[src/rtl/cle_pkg.sv]
// shared constants for the call / control-load execution unit
package cle_pkg;
  localparam int DATA_W = 32;
  localparam int APB_AW = 8;
  // instruction patterns and masks
  localparam logic [15:0] CALL_PAT = 16'h400b;
  localparam logic [15:0] CALL_MASK = 16'hf0ff;
  localparam logic [15:0] SLL_PAT = 16'h8e00;
  localparam logic [15:0] SLL_MASK = 16'hff00;
  localparam logic [3:0] GRP_HI = 4'h4;
  localparam logic [3:0] LDC_LO = 4'he;
  localparam logic [3:0] POP_LO = 4'h7;
  // bits 7:4 of the control-load forms
  localparam logic [3:0] SEL_STATUS = 4'h0;
  localparam logic [3:0] SEL_GBR = 4'h1;
  localparam logic [3:0] SEL_VBR = 4'h2;
  localparam logic [3:0] SEL_MOD = 4'h5;
  localparam logic [3:0] SEL_RS = 4'h6;
  localparam logic [3:0] SEL_RE = 4'h7;
  localparam logic [31:0] STATUS_MASK = 32'h0fff0fff;
  localparam logic [31:0] LINK_OFS = 32'h0000_0004;
  localparam logic [31:0] PC_OFS = 32'h0000_0004;
  localparam logic [31:0] SLOT_OFS = 32'h0000_0002;
  localparam logic [31:0] POP_STEP = 32'h0000_0004;
  localparam logic [31:0] INSN_STEP = 32'h0000_0002;
  // register file over apb
  localparam logic [7:0] OFS_CTRL = 8'h00;
  localparam logic [7:0] OFS_EVT = 8'h04;
  localparam logic [7:0] OFS_MASK = 8'h08;
  localparam logic [7:0] OFS_STATE = 8'h0c;
  localparam logic [7:0] OFS_LINK = 8'h10;
  localparam logic [7:0] OFS_LOOPLAST = 8'h14;
  localparam int EVT_W = 3;
  localparam int EVT_ILLEGAL = 0;
  localparam int EVT_CALL = 1;
  localparam int EVT_POP = 2;
  localparam logic CTRL_RESET = 1'b1;
  localparam logic [2:0] MASK_RESET = 3'h0;
  typedef enum logic [2:0] {
    CR_STATUS,
    CR_GBR,
    CR_VBR,
    CR_MOD,
    CR_RE,
    CR_RS,
    CR_NONE
  } cle_creg_t;
  typedef enum {
    ST_IDLE,
    ST_CALL2,
    ST_POP_RD,
    ST_POP_WB
  } cle_state_t;
endpackage

[src/rtl/cle_exec_unit.sv]
// execution unit for indirect call, control-register loads and loop-last load
module cle_exec_unit (
  input wire logic mclk,
  input wire logic reset_n,
  input wire logic instr_valid,
  output logic instr_ready,
  input wire logic [15:0] instr_word,
  input wire logic [31:0] instr_pc,
  input wire logic instr_is_branch,
  input wire logic ext_slot,
  input wire logic [31:0] ext_slot_dest,
  output logic [3:0] gpr_rd_idx,
  input wire logic [31:0] gpr_rd_data,
  output logic gpr_wr_en,
  output logic [3:0] gpr_wr_idx,
  output logic [31:0] gpr_wr_data,
  output logic mem_req,
  output logic [31:0] mem_addr,
  input wire logic mem_ack,
  input wire logic [31:0] mem_rdata,
  output logic pc_load,
  output logic [31:0] pc_target,
  output logic pc_step,
  output logic illegal_slot,
  output logic irq_block,
  output logic addr_err_block,
  output logic t_flag,
  output logic [31:0] status_reg,
  output logic [31:0] global_base_register,
  output logic [31:0] vector_base_register,
  output logic [31:0] circular_addressing_register,
  output logic [31:0] loop_last_pointer,
  output logic [31:0] loop_begin_pointer,
  output logic [31:0] return_link_holder,
  input wire logic psel,
  input wire logic penable,
  input wire logic pwrite,
  input wire logic [7:0] paddr,
  input wire logic [31:0] pwdata,
  output logic [31:0] prdata,
  output logic pready,
  output logic pslverr,
  output logic irq
);

  function automatic logic cle_match(input logic [15:0] w, input logic [15:0] pat, input logic [15:0] msk);
    cle_match = (w & msk) == pat;
  endfunction

  // maps bits 7:4 of a control-load form onto a destination
  function automatic cle_pkg::cle_creg_t cle_sel(input logic [3:0] f);
    case (f)
      cle_pkg::SEL_STATUS: cle_sel = cle_pkg::CR_STATUS;
      cle_pkg::SEL_GBR: cle_sel = cle_pkg::CR_GBR;
      cle_pkg::SEL_VBR: cle_sel = cle_pkg::CR_VBR;
      cle_pkg::SEL_MOD: cle_sel = cle_pkg::CR_MOD;
      cle_pkg::SEL_RE: cle_sel = cle_pkg::CR_RE;
      cle_pkg::SEL_RS: cle_sel = cle_pkg::CR_RS;
      default: cle_sel = cle_pkg::CR_NONE;
    endcase
  endfunction

  cle_pkg::cle_state_t state_r;
  cle_pkg::cle_state_t state_nxt;
  logic ctrl_en_r;
  logic [cle_pkg::EVT_W-1:0] evt_r;
  logic [cle_pkg::EVT_W-1:0] mask_r;
  logic slot_pend_r;
  logic pop_in_slot_r;
  logic int_hold_r;
  logic [31:0] call_tgt_r;
  logic [31:0] link_nxt_r;
  logic [31:0] pop_addr_r;
  logic [31:0] pop_data_r;
  logic [3:0] pop_idx_r;
  cle_pkg::cle_creg_t pop_dst_r;
  logic [31:0] status_r;
  logic [31:0] gbr_r;
  logic [31:0] vbr_r;
  logic [31:0] mod_r;
  logic [31:0] re_r;
  logic [31:0] rs_r;
  logic [31:0] pr_r;
  logic pc_load_r;
  logic [31:0] pc_target_r;
  logic pc_step_r;
  logic illegal_r;
  logic gpr_wr_en_r;
  logic [3:0] gpr_wr_idx_r;
  logic [31:0] gpr_wr_data_r;
  logic [31:0] prdata_r;
  logic pslverr_r;

  // decode of the issued word
  wire accept = instr_valid && instr_ready;
  wire is_call = cle_match(instr_word, cle_pkg::CALL_PAT, cle_pkg::CALL_MASK);
  wire is_sll = cle_match(instr_word, cle_pkg::SLL_PAT, cle_pkg::SLL_MASK);
  wire grp4 = instr_word[15:12] == cle_pkg::GRP_HI;
  wire cle_pkg::cle_creg_t dst = cle_sel(instr_word[7:4]);
  wire is_ldc = grp4 && (instr_word[3:0] == cle_pkg::LDC_LO) && (dst != cle_pkg::CR_NONE);
  wire is_pop = grp4 && (instr_word[3:0] == cle_pkg::POP_LO) && (dst != cle_pkg::CR_NONE);
  wire slot_now = accept && slot_pend_r;
  wire slot_bad = slot_now && (instr_is_branch || is_call);
  wire run = accept && !slot_bad;

  // displacement: sign-extend, double, add to base
  wire [31:0] disp = {{23{instr_word[7]}}, instr_word[7:0], 1'b0};
  wire [31:0] sll_base = slot_pend_r ? (call_tgt_r + cle_pkg::SLOT_OFS)
                       : ext_slot ? (ext_slot_dest + cle_pkg::SLOT_OFS)
                       : (instr_pc + cle_pkg::PC_OFS);
  wire [31:0] sll_addr = sll_base + disp;

  // control register write port, shared by the three load forms
  wire pop_done = state_r == cle_pkg::ST_POP_WB;
  wire ldc_go = run && is_ldc;
  wire sll_go = run && is_sll;
  wire creg_we = ldc_go || sll_go || pop_done;
  wire cle_pkg::cle_creg_t creg_sel = pop_done ? pop_dst_r : sll_go ? cle_pkg::CR_RE : dst;
  wire [31:0] pop_val = (pop_dst_r == cle_pkg::CR_STATUS) ? (pop_data_r & cle_pkg::STATUS_MASK) : pop_data_r;
  wire [31:0] creg_data = pop_done ? pop_val : sll_go ? sll_addr : gpr_rd_data;

  // slot ends at completion; a multi-cycle slot finishes in the write-back cycle
  wire slot_end = (slot_now && !slot_bad && !is_pop) || (pop_done && pop_in_slot_r);
  wire step_go = (run && !is_call && !is_pop && !slot_pend_r) || (pop_done && !pop_in_slot_r);

  assign instr_ready = ctrl_en_r && (state_r == cle_pkg::ST_IDLE);
  assign gpr_rd_idx = instr_word[11:8];

  always_comb
  begin
    state_nxt = state_r;
    case (state_r)
      cle_pkg::ST_IDLE:
      begin
        if (run && is_call)
          state_nxt = cle_pkg::ST_CALL2;
        else if (run && is_pop)
          state_nxt = cle_pkg::ST_POP_RD;
      end
      cle_pkg::ST_CALL2: state_nxt = cle_pkg::ST_IDLE;
      cle_pkg::ST_POP_RD:
      begin
        if (mem_ack)
          state_nxt = cle_pkg::ST_POP_WB;
      end
      cle_pkg::ST_POP_WB: state_nxt = cle_pkg::ST_IDLE;
      default: state_nxt = cle_pkg::ST_IDLE;
    endcase
  end

  always_ff @(posedge mclk)
  begin
    if (!reset_n)
      state_r <= cle_pkg::ST_IDLE;
    else
      state_r <= state_nxt;
  end

  // call: target and link captured at issue, so a slot write to the source is harmless
  always_ff @(posedge mclk)
  begin
    if (!reset_n)
    begin
      call_tgt_r <= 32'h0000_0000;
      link_nxt_r <= 32'h0000_0000;
      pr_r <= 32'h0000_0000;
    end
    else
    begin
      if (run && is_call)
      begin
        call_tgt_r <= gpr_rd_data;
        link_nxt_r <= instr_pc + cle_pkg::LINK_OFS;
      end
      if (state_r == cle_pkg::ST_CALL2)
        pr_r <= link_nxt_r;
    end
  end

  // slot tracking: set after the call's second cycle, cleared when the next instruction is taken
  always_ff @(posedge mclk)
  begin
    if (!reset_n)
    begin
      slot_pend_r <= 1'b0;
      pop_in_slot_r <= 1'b0;
    end
    else
    begin
      if (state_r == cle_pkg::ST_CALL2)
        slot_pend_r <= 1'b1;
      else if (slot_now)
        slot_pend_r <= 1'b0;
      if (run && is_pop)
        pop_in_slot_r <= slot_pend_r;
      else if (pop_done)
        pop_in_slot_r <= 1'b0;
    end
  end

  // memory form of the control load
  always_ff @(posedge mclk)
  begin
    if (!reset_n)
    begin
      pop_addr_r <= 32'h0000_0000;
      pop_data_r <= 32'h0000_0000;
      pop_idx_r <= 4'h0;
      pop_dst_r <= cle_pkg::CR_NONE;
    end
    else
    begin
      if (run && is_pop)
      begin
        pop_addr_r <= gpr_rd_data;
        pop_idx_r <= instr_word[11:8];
        pop_dst_r <= dst;
      end
      if (state_r == cle_pkg::ST_POP_RD && mem_ack)
        pop_data_r <= mem_rdata;
    end
  end

  assign mem_req = state_r == cle_pkg::ST_POP_RD;
  assign mem_addr = pop_addr_r;

  always_ff @(posedge mclk)
  begin
    if (!reset_n)
    begin
      status_r <= 32'h0000_0000;
      gbr_r <= 32'h0000_0000;
      vbr_r <= 32'h0000_0000;
      mod_r <= 32'h0000_0000;
      re_r <= 32'h0000_0000;
      rs_r <= 32'h0000_0000;
    end
    else if (creg_we)
    begin
      case (creg_sel)
        cle_pkg::CR_STATUS: status_r <= creg_data;
        cle_pkg::CR_GBR: gbr_r <= creg_data;
        cle_pkg::CR_VBR: vbr_r <= creg_data;
        cle_pkg::CR_MOD: mod_r <= creg_data;
        cle_pkg::CR_RE: re_r <= creg_data;
        cle_pkg::CR_RS: rs_r <= creg_data;
        default: status_r <= status_r;
      endcase
    end
  end

  // post-increment write-back and pc side outputs, one cycle after the cause
  always_ff @(posedge mclk)
  begin
    if (!reset_n)
    begin
      gpr_wr_en_r <= 1'b0;
      gpr_wr_idx_r <= 4'h0;
      gpr_wr_data_r <= 32'h0000_0000;
      pc_load_r <= 1'b0;
      pc_target_r <= 32'h0000_0000;
      pc_step_r <= 1'b0;
      illegal_r <= 1'b0;
    end
    else
    begin
      gpr_wr_en_r <= pop_done;
      gpr_wr_idx_r <= pop_idx_r;
      gpr_wr_data_r <= pop_addr_r + cle_pkg::POP_STEP;
      pc_load_r <= slot_end;
      pc_target_r <= call_tgt_r;
      pc_step_r <= step_go;
      illegal_r <= slot_bad;
    end
  end

  // hold off interrupts after a control load until the next instruction issues
  always_ff @(posedge mclk)
  begin
    if (!reset_n)
      int_hold_r <= 1'b0;
    else if (ldc_go || pop_done)
      int_hold_r <= 1'b1;
    else if (accept)
      int_hold_r <= 1'b0;
  end

  wire call_window = (state_r == cle_pkg::ST_CALL2) || slot_pend_r;
  assign irq_block = int_hold_r || call_window || (state_r != cle_pkg::ST_IDLE);
  assign addr_err_block = call_window;

  assign gpr_wr_en = gpr_wr_en_r;
  assign gpr_wr_idx = gpr_wr_idx_r;
  assign gpr_wr_data = gpr_wr_data_r;
  assign pc_load = pc_load_r;
  assign pc_target = pc_target_r;
  assign pc_step = pc_step_r;
  assign illegal_slot = illegal_r;
  assign t_flag = status_r[0];
  assign status_reg = status_r;
  assign global_base_register = gbr_r;
  assign vector_base_register = vbr_r;
  assign circular_addressing_register = mod_r;
  assign loop_last_pointer = re_r;
  assign loop_begin_pointer = rs_r;
  assign return_link_holder = pr_r;

  // apb slave: zero wait states, unmapped offsets answer with pslverr
  wire apb_acc = psel && penable;
  wire apb_wr = apb_acc && pwrite;
  wire hit_ctrl = paddr == cle_pkg::OFS_CTRL;
  wire hit_evt = paddr == cle_pkg::OFS_EVT;
  wire hit_mask = paddr == cle_pkg::OFS_MASK;
  wire hit_state = paddr == cle_pkg::OFS_STATE;
  wire hit_link = paddr == cle_pkg::OFS_LINK;
  wire hit_ll = paddr == cle_pkg::OFS_LOOPLAST;
  wire mapped = hit_ctrl || hit_evt || hit_mask || hit_state || hit_link || hit_ll;
  wire [cle_pkg::EVT_W-1:0] evt_set = {pop_done, state_r == cle_pkg::ST_CALL2, slot_bad};
  wire [cle_pkg::EVT_W-1:0] evt_clr = (apb_wr && hit_evt) ? pwdata[cle_pkg::EVT_W-1:0] : 3'h0;
  // a new event beats a write-one-clear in the same cycle
  wire [cle_pkg::EVT_W-1:0] evt_nxt = (evt_r & ~evt_clr) | evt_set;
  wire [31:0] state_word = {24'h00_0000, int_hold_r, pop_in_slot_r, slot_pend_r, state_r == cle_pkg::ST_POP_WB,
                            state_r == cle_pkg::ST_POP_RD, state_r == cle_pkg::ST_CALL2, t_flag, ctrl_en_r};
  wire [31:0] rd_mux = hit_ctrl ? {31'h0000_0000, ctrl_en_r}
                     : hit_evt ? {29'h0000_0000, evt_r}
                     : hit_mask ? {29'h0000_0000, mask_r}
                     : hit_state ? state_word
                     : hit_link ? pr_r
                     : hit_ll ? re_r
                     : 32'h0000_0000;

  always_ff @(posedge mclk)
  begin
    if (!reset_n)
    begin
      ctrl_en_r <= cle_pkg::CTRL_RESET;
      mask_r <= cle_pkg::MASK_RESET;
      evt_r <= 3'h0;
    end
    else
    begin
      if (apb_wr && hit_ctrl)
        ctrl_en_r <= pwdata[0];
      if (apb_wr && hit_mask)
        mask_r <= pwdata[cle_pkg::EVT_W-1:0];
      evt_r <= evt_nxt;
    end
  end

  // read data registered in the setup cycle so it is stable in the access phase
  always_ff @(posedge mclk)
  begin
    if (!reset_n)
    begin
      prdata_r <= 32'h0000_0000;
      pslverr_r <= 1'b0;
    end
    else if (psel && !penable)
    begin
      prdata_r <= pwrite ? 32'h0000_0000 : rd_mux;
      pslverr_r <= !mapped;
    end
  end

  assign prdata = prdata_r;
  assign pslverr = pslverr_r && apb_acc;
  assign pready = 1'b1;
  assign irq = |(evt_r & mask_r);

endmodule

[config.mk]
export PLATFORM = sky130hd
export DESIGN_NAME = cle_exec_unit
export DESIGN_NICKNAME = d
export VERILOG_FILES = /design/src/rtl/cle_pkg.sv /design/src/rtl/cle_exec_unit.sv
export SDC_FILE = /design/constraint.sdc
export NUM_CORES = 1
export LEC_CHECK = 0
export BUFFER_PORTS_ARGS = -buffer_cell sky130_fd_sc_hd__buf_2
export CAP_MARGIN = 5
export CORE_MARGIN = 3
export CORE_UTILIZATION = 44
export DETAILED_ROUTE_END_ITERATION = 8
export PLACE_DENSITY = 0.68
export SLEW_MARGIN = 25
export SYNTH_ARGS = -nofsm -noshare
export SYNTH_HDL_FRONTEND = slang
export SYNTH_SLANG_ARGS = --single-unit
[constraint.sdc]
create_clock -name mclk -period 12.2 [get_ports mclk]
set_clock_uncertainty 0.2 [all_clocks]
set_input_delay 0 -clock mclk [delete_from_list [all_inputs] [get_ports mclk]]
set_output_delay 0 -clock mclk [all_outputs]
set_load 0.005 [all_outputs]
==> results.md, run 1 <==
- Die area: 52160 µm²
- Crit path cell chain: ha_1 -> and2_1 -> and2_0 -> and3_1 -> nand3_1 -> xnor2_1 -> nand2_1 -> o21ai_0 -> ha_1 -> nand2_1 -> o21ai_0 -> a211oi_1 -> a22oi_1 -> nand2_1 -> xnor2_1 -> o21ai_0 -> o21ai_0
- Critical Path Source: call_tgt_r[1]
- Placed Instance Area: 24820 µm²
- Most frequent cell after synthesis: nand2_1
- CTS Buffer Depth: 3
- EDFF count, synth: 0
- Crit path kind: flip-flop to flip-flop
- Reg clk slew, reported paths: 0.06 ns
- Port bufs: 534
- Core Box Area: 48250 µm²
- RSZ-0062 raised after global routing: no
- Clock sink count: about 480
- Avg WL per Cell: 21.84 µm
- Grt ovf: 0
- Nets: ~3600
- Drt first pass iters: 7
- Final setup viols: 0
- Leakage: 11.81 nW
- Area fraction of the dominant cell type after synthesis: 0.4379
- Syn-to-layout area delta: 32.09%
- Vias in the first global route: 21740
- Max Slew Vio Count: 0
- WP buf/inv: 0
- Iter 0 DRT Violations: 2478
- Required time of the worst setup path: 12.44 ns
- Via count: 23140
- Skew-Pair Late Insertion Delay: 0.60 ns
- Rows: 80
- First-pass GRT wire length: 133500 µm
- Finished Cell Area: 28740 µm²
- CP Capture Type: flip-flop
- Synth Net Count: 2984
- Highest-delay cell along the critical path: o21ai_0
- F_max: 0.1945 GHz
- Crit path max-delay family: compound AO/OA/AOI/OAI gates
- Yosys warns: 0
- Worst hold slack: roughly 0.032 ns
- CTS Root Cell: clkbuf_16
- Leading area contributor after synthesis: dfxtp_1
- Crit start category: flip-flop
- RD Place Congestion: 0.9807
- CTS buffer count: 51
- Async S/R FF share, synth: 0
- Total power: roughly 0.0035 W
- Avg Cell Area, Syn: 7.913 µm²
- CP max stage delay: 0.84 ns
- Hold Buf Count CTS: 214
- Largest net degree at the start of global routing: roughly 190
- ANT nets after route: 0
- Final worst-path cycle share: 0.4214
- Layout cells sized above 1: 0.2088
- Post-synthesis register bit count: 476
- Max-slew headroom: 0.2336
- Total Routing Usage GR: 0.3266
- Slew @ Worst Pin: roughly 1.1 ns
- Initial antenna violation count: 4
- Drt total wl: 89470 µm
- Netlist cell types: 87
- CTS tree: built
- Starting Density: 0.4510
- Post-synthesis cell count: approximately 2800
- Min-delay src: instr_word[11]
- Filler cells: 4426
- Via density per instance: roughly 5.6
- DP HPWL: roughly 65000 µm
- Die W: ~230 µm
- Setup bufs post-CTS: 0
- Die H: 228.4 µm
- Sequential element share of the synthesized area: 0.4379
- Number of max-cap violations: 0
- Synth Cell Area: ~22000 µm²
- Min Tclk post-route: 5.141 ns
- Reg-to-Reg Start: call_tgt_r[1]
- Arr. time, crit path: 5.38 ns
- H-tree Lvls: 2
- Setup TNS: 0 ns
- Critical Path Fanout Max: 7
- Main area contributors after synthesis: dfxtp_1 44%, nand2_1 8.5%, a21oi_1 7.7%, nor2_1 5.6%, xor2_1 3.1%
- Crit path top cell by count: o21ai_0
- Worst ir drop on vdd: 0.00007664 V
- Hold Path Class: primary input to flip-flop
- Drt drc: 0
- Status: completed
- Most frequent cells after synthesis: 494 x nand2_1, 476 x dfxtp_1, 336 x a21oi_1, 322 x nor2_1, 135 x clkbuf_1
- Pwr dens: 123.2 nW/µm²
- Final core utilization: 0.5958
- Top_reg_cell synth: dfxtp_1
- Top Ports: 565
- Cts repair resizes: 0
- Final Hold Violating Endpoints: 0
## kinds of logic (layout without fill, tap and decap cells)
group / count (synthesis) / in the layout / share of synthesized area
mux: 26 / 26 / 0.01225
simple gates: 1195 / 1195 / 0.2457
fa+ha+maj: 41 / 41 / 0.02392
other cells: 1 / 3 / 0.0001723
compound gates: 683 / 683 / 0.1904
flops: 476 / 476 / 0.4379
buf+inv: 202 / 891 / 0.03893
xor+xnor: 126 / 126 / 0.05071
## per-stage QoR
stage / cells / setup slack [ns]
2_1_floorplan: 2750 / 8.321
3_3_place_gp: 3786 / 7.122
3_5_place_dp: 3786 / 7.148
4_1_cts: 4095 / 7.122
5_1_grt: 4096 / 6.675
6_report: 4097 / 7.059
## layer usage
metal / track usage / vias to the layer above / wire length [µm]
met5: 0 / - / 29
met4: 0.1407 / 4 / 4227
met3: 0.06543 / 229 / 7476
met2: 0.5265 / 1142 / 40620
met1: 0.4261 / 10960 / 37110
li1: - / 10810 / -
## final timing paths
| kind | cells after the start | slack (ns) | endpoint |
|---|---|---|---|
| setup reg to reg | 17 | 7.06 | circular_addressing_register[25] |
| hold reg to reg | 2 | 0.25 | return_link_holder[6] |
| hold / removal | 4 | 0.03 | pop_idx_r[3] |
| setup / recovery | 17 | 7.06 | circular_addressing_register[25] |
## worst reg2reg max path, stage by stage, from the launching register on
cell,delay (ns)
dfxtp_1,0.45
ha_1,0.27
and2_1,0.16
and2_0,0.32
and3_1,0.24
nand3_1,0.10
xnor2_1,0.15
nand2_1,0.09
o21ai_0,0.17
ha_1,0.48
nand2_1,0.08
o21ai_0,0.55
a211oi_1,0.15
a22oi_1,0.24
nand2_1,0.11
xnor2_1,0.17
o21ai_0,0.84
o21ai_0,0.24
## cells in the final DEF, fill, tap and decap left out, drive strengths merged, types with 6 or more instances in the layout
master,instances
o21ai,115
buf,570
nand3,120
nor2,322
nor4b,6
nand2,495
a31oi,18
nand4,37
xor2,76
ha,40
and2,53
mux2i,21
nor2b,10
clkinv,13
o31ai,11
and3,35
nor4,11
or3,10
xnor2,50
a31o,9
nor3,44
a22oi,31
a211oi,68
nand2b,18
and4,15
a21o,24
o21a,12
dfxtp,476
dlygate4sd3,214
a21oi,338
o211ai,10
clkbuf,70
inv,17
## cell type report
| cell class | instances | area [µm²] | area share |
|---|---|---|---|
| Clock inverter | 25 | 295.3 | 0.01027 |
| Tap cell | 656 | 820.8 | 0.02856 |
| Sequential cell | 476 | 9530 | 0.3316 |
| Antenna cell | 2 | 5.005 | 0.0001741 |
| Clock buffer | 70 | 1479 | 0.05145 |
| Multi-Input combinational cell | 2072 | 11460 | 0.3987 |
| Inverter | 12 | 52.55 | 0.001828 |
| Timing Repair Buffer | 784 | 5100 | 0.1774 |
## where the power goes
part / switching (W) / internal [W]
combinational: 0.000223 / 0.000133
clock: 0.000667 / 0.000961
sequential: 0.000000741 / 0.00155
total: 0.000891 / 0.00265
Note: power is estimated with default switching activity, not from simulation.
==> run 2, diff against run 1 <==
--- a/config.mk
+++ b/config.mk
@@ -10,7 +10,7 @@
 export CORE_MARGIN = 3
 export CORE_UTILIZATION = 44
 export DETAILED_ROUTE_END_ITERATION = 8
-export PLACE_DENSITY = 0.68
+export PLACE_DENSITY = 0.71
 export SLEW_MARGIN = 25
 export SYNTH_ARGS = -nofsm -noshare
 export SYNTH_HDL_FRONTEND = slang
==> constraint.sdc (replaced) <==
create_clock -name mclk -period 4.3 [get_ports mclk]
set_clock_uncertainty 0.2 [all_clocks]
set_input_delay 0 -clock mclk [delete_from_list [all_inputs] [get_ports mclk]]
set_output_delay 0 -clock mclk [all_outputs]
set_load 0.005 [all_outputs]
==> results.md, run 2 (same netlist as run 1, synthesis figures left out) <==
- Status: completed
- CTS tree: built
- Min Tclk post-route: 4.033 ns (-1.108 ns)
- Highest Signal Layer: met5
- Crit path kind: flip-flop to flip-flop
- Required time of the worst setup path: 4.53 ns (-7.91 ns)
- Drt first pass iters: 6 (-1)
- CTS Root Cell: clkbuf_16
- Syn-to-layout area delta: 32.27%
- Commonest cells after routing, fill and taps aside: 533 x buf_2, 492 x nand2_1, 475 x dfxtp_1, 333 x a21oi_1, 317 x nor2_1
- RD Place Congestion: 0.9764 (-0.44%)
- Core Box Area: 48250 µm² (unchanged)
- WL met2: 41490 µm (+2.1%)
- Die W: 228.4 µm (unchanged)
- Nets: 3658 (+0.74%)
- Arr. time, crit path: 4.26 ns (-1.12 ns)
- Initial antenna violation count: 4 (unchanged)
- Via count: 23160 (+0.073%)
- Clock sink count: 476 (unchanged)
- Slew @ Worst Pin: 1.053 ns (-0.09684 ns)
- Crit path cell chain: and4_1 -> and4_2 -> nand2_1 -> xnor2_1 -> nand2_1 -> o21ai_0 -> ha_1 -> and3_1 -> o2111ai_1 -> a311o_2 -> and3_1 -> o21ai_0 -> a21oi_1 -> buf_4 -> nand2_1 -> a21oi_1
- ANT nets after route: 0 (unchanged)
- Rows: 80 (unchanged)
- Reg clk slew, reported paths: 0.06 ns (about the same)
- Sw frac: 0.2545 (+0.002775)
- Worst ir drop on vdd: 0.0002429 V (+220%)
- Layout cells sized above 1: 0.2232 (+0.01440)
- Critical Path Fanout Max: 7 (unchanged)
- Finished Cell Area: 28780 µm² (+0.13%)
- Drt drc: 0 (unchanged)
- Final setup viols: 0 (unchanged)
- Die H: 228.4 µm (unchanged)
- Crit start category: flip-flop
- Port bufs: 534 (unchanged)
- First-pass GRT wire length: 134800 µm (+1.0%)
- Setup TNS: 0 ns (unchanged)
- Leakage: 11.85 nW (+0.38%)
- CTS buffer count: 51 (unchanged)
- Grt ovf: 0 (unchanged)
- Final Hold Violating Endpoints: 0 (unchanged)
- Net Sw Power: 0.002501 W (+180%)
- CTS Buffer Depth: 3 (unchanged)
- Reg-to-Reg Start: call_tgt_r[5]
- H-tree Lvls: 2 (unchanged)
- Drt total wl: 90440 µm (+1.1%)
- Starting Density: 0.4510 (unchanged)
- Max Slew Vio Count: 0 (unchanged)
- Hold EP: pop_data_r[6]
- DP HPWL: 66230 µm (+2.5%)
- Internal: 0.007327 W (+180%)
- Critical R2R Capture: status_reg[17]
- Placed Instance Area: 25250 µm² (+1.7%)
- Iter 0 DRT Violations: 2100 (-15%)
- Total Routing Usage GR: 0.3303 (+0.003716)
- RSZ-0062 raised after global routing: no
- Avg WL per Cell: 21.96 µm (+0.57%)
- Top Ports: 565 (unchanged)
- Hold Path Class: primary input to flip-flop
- Number of max-cap violations: 0 (unchanged)
- Commonest non-fill, non-tap cell in the layout: buf_2
- Worst reg2reg setup slack: 0.27 ns (-6.79 ns)
- Pwr dens: 341.5 nW/µm² (+180%)
- Total power: 0.009828 W (+180%)
- Vias in the first global route: 21860 (+0.58%)
- CP max stage delay: 0.41 ns (-0.43 ns)
- Skew-Pair Late Insertion Delay: 0.60 ns (about the same)
- Met3 routed WL: 7449 µm (-0.36%)
- Met1 WL: 37380 µm (+0.72%)
- Seq pwr share: 0.449 (+0.010)
- Min-delay src: mem_rdata[6]
- Largest net degree at the start of global routing: 174 (-5.9%)
- Crit path top cell by count: nand2_1
- F_max: 0.2480 GHz (+27%)
- Via density per instance: 5.624 (-0.44%)
- Clock share of power: 0.444 (-0.016)
- Highest-delay cell along the critical path: ha_1
- Gate power share: 0.107 (+0.006)
- Final worst-path cycle share: 0.9379 (+0.5165)
- CP Capture Type: flip-flop
- Max-slew headroom: 0.2981 (+0.06456)
- Hold Path Depth: 4 (unchanged)
- FF-to-FF path depth: 16 (-1)
- Final core utilization: 0.5966 (+0.0008040)
- Die area: 52160 µm² (unchanged)
-- run 2: cell count changes in the layout (fill, tap and decap cells not counted), sizes merged --
cell,change
buf,+58
bufinv,-3
clkbuf,+2
clkinv,-6
diode,+1
dlygate4sd3,-31
-- run 2: how the worst max path moves through the flow --
stage               depth (start not counted)                        to           from
floorplan                                  18     loop_last_pointer[31]  call_tgt_r[3]
global placement                           15  vector_base_register[26]  call_tgt_r[4]
detailed placement                         16  global_base_register[26]  call_tgt_r[2]
CTS                                        16  global_base_register[26]  call_tgt_r[2]
global route                               18    loop_begin_pointer[22]  call_tgt_r[2]
finish                                     16            status_reg[17]  call_tgt_r[5]
-- run 2: power groups by stage --
| stage | Clock (W) | Combinational (W) | Sequential (W) |
|---|---|---|---|
| after floorplan | 0 | 0.000496 | 0.00451 |
| after CTS | 0.00440 | 0.00102 | 0.00441 |
| final | 0.00436 | 0.00105 | 0.00441 |
| after detailed placement | 0 | 0.000900 | 0.00451 |
| after global placement | 0 | 0.000895 | 0.00451 |
| after global routing | 0.00459 | 0.00112 | 0.00441 |
-- run 2: worst max-delay path: cells and delay by family (launching register included) --
kind	cells	cell delay, ns
flops	1	0.40
compound gates	6	1.22
xor+xnor	1	0.13
fa+ha+maj	1	0.41
simple gates	7	1.30
buf+inv	1	0.19
-- run 2: stage by stage --
step                      instances  setup WS, ns  hold slack (ns)
after floorplan                2750        0.4212          -0.1192
after global placement         3843       0.08928          0.01020
after detailed placement       3843       0.05761          0.01887
after CTS                      4114       0.02514        0.0003725
after global routing           4116       0.01738          0.02301
final                          4118        0.2672          0.02008
-- run 2: layout make-up --
cell class | count | area, µm²
fill | 4520 | 19460
multi-input combinational | 2072 | 11480
sequential | 476 | 9530
timing repair buffer | 811 | 5254
clock buffer | 72 | 1465
tap | 656 | 820.8
clock inverter | 16 | 176.4
inverter | 12 | 52.55
antenna | 3 | 7.507
-- run 2: layer usage --
layer  track usage  vias to the layer above
met1        0.4267                    10950
met4        0.1318                        6
li1              -                    10860
met5             0                        -
met2        0.5414                     1108
met3       0.06780                      243
-- run 2: repair_timing --
action	in CTS	in global routing
setup endpoints to repair	0	52
hold buffers	183	0
buffers inserted	0	1
resized for setup	0	15
endpoints found under the hold margin	301	0
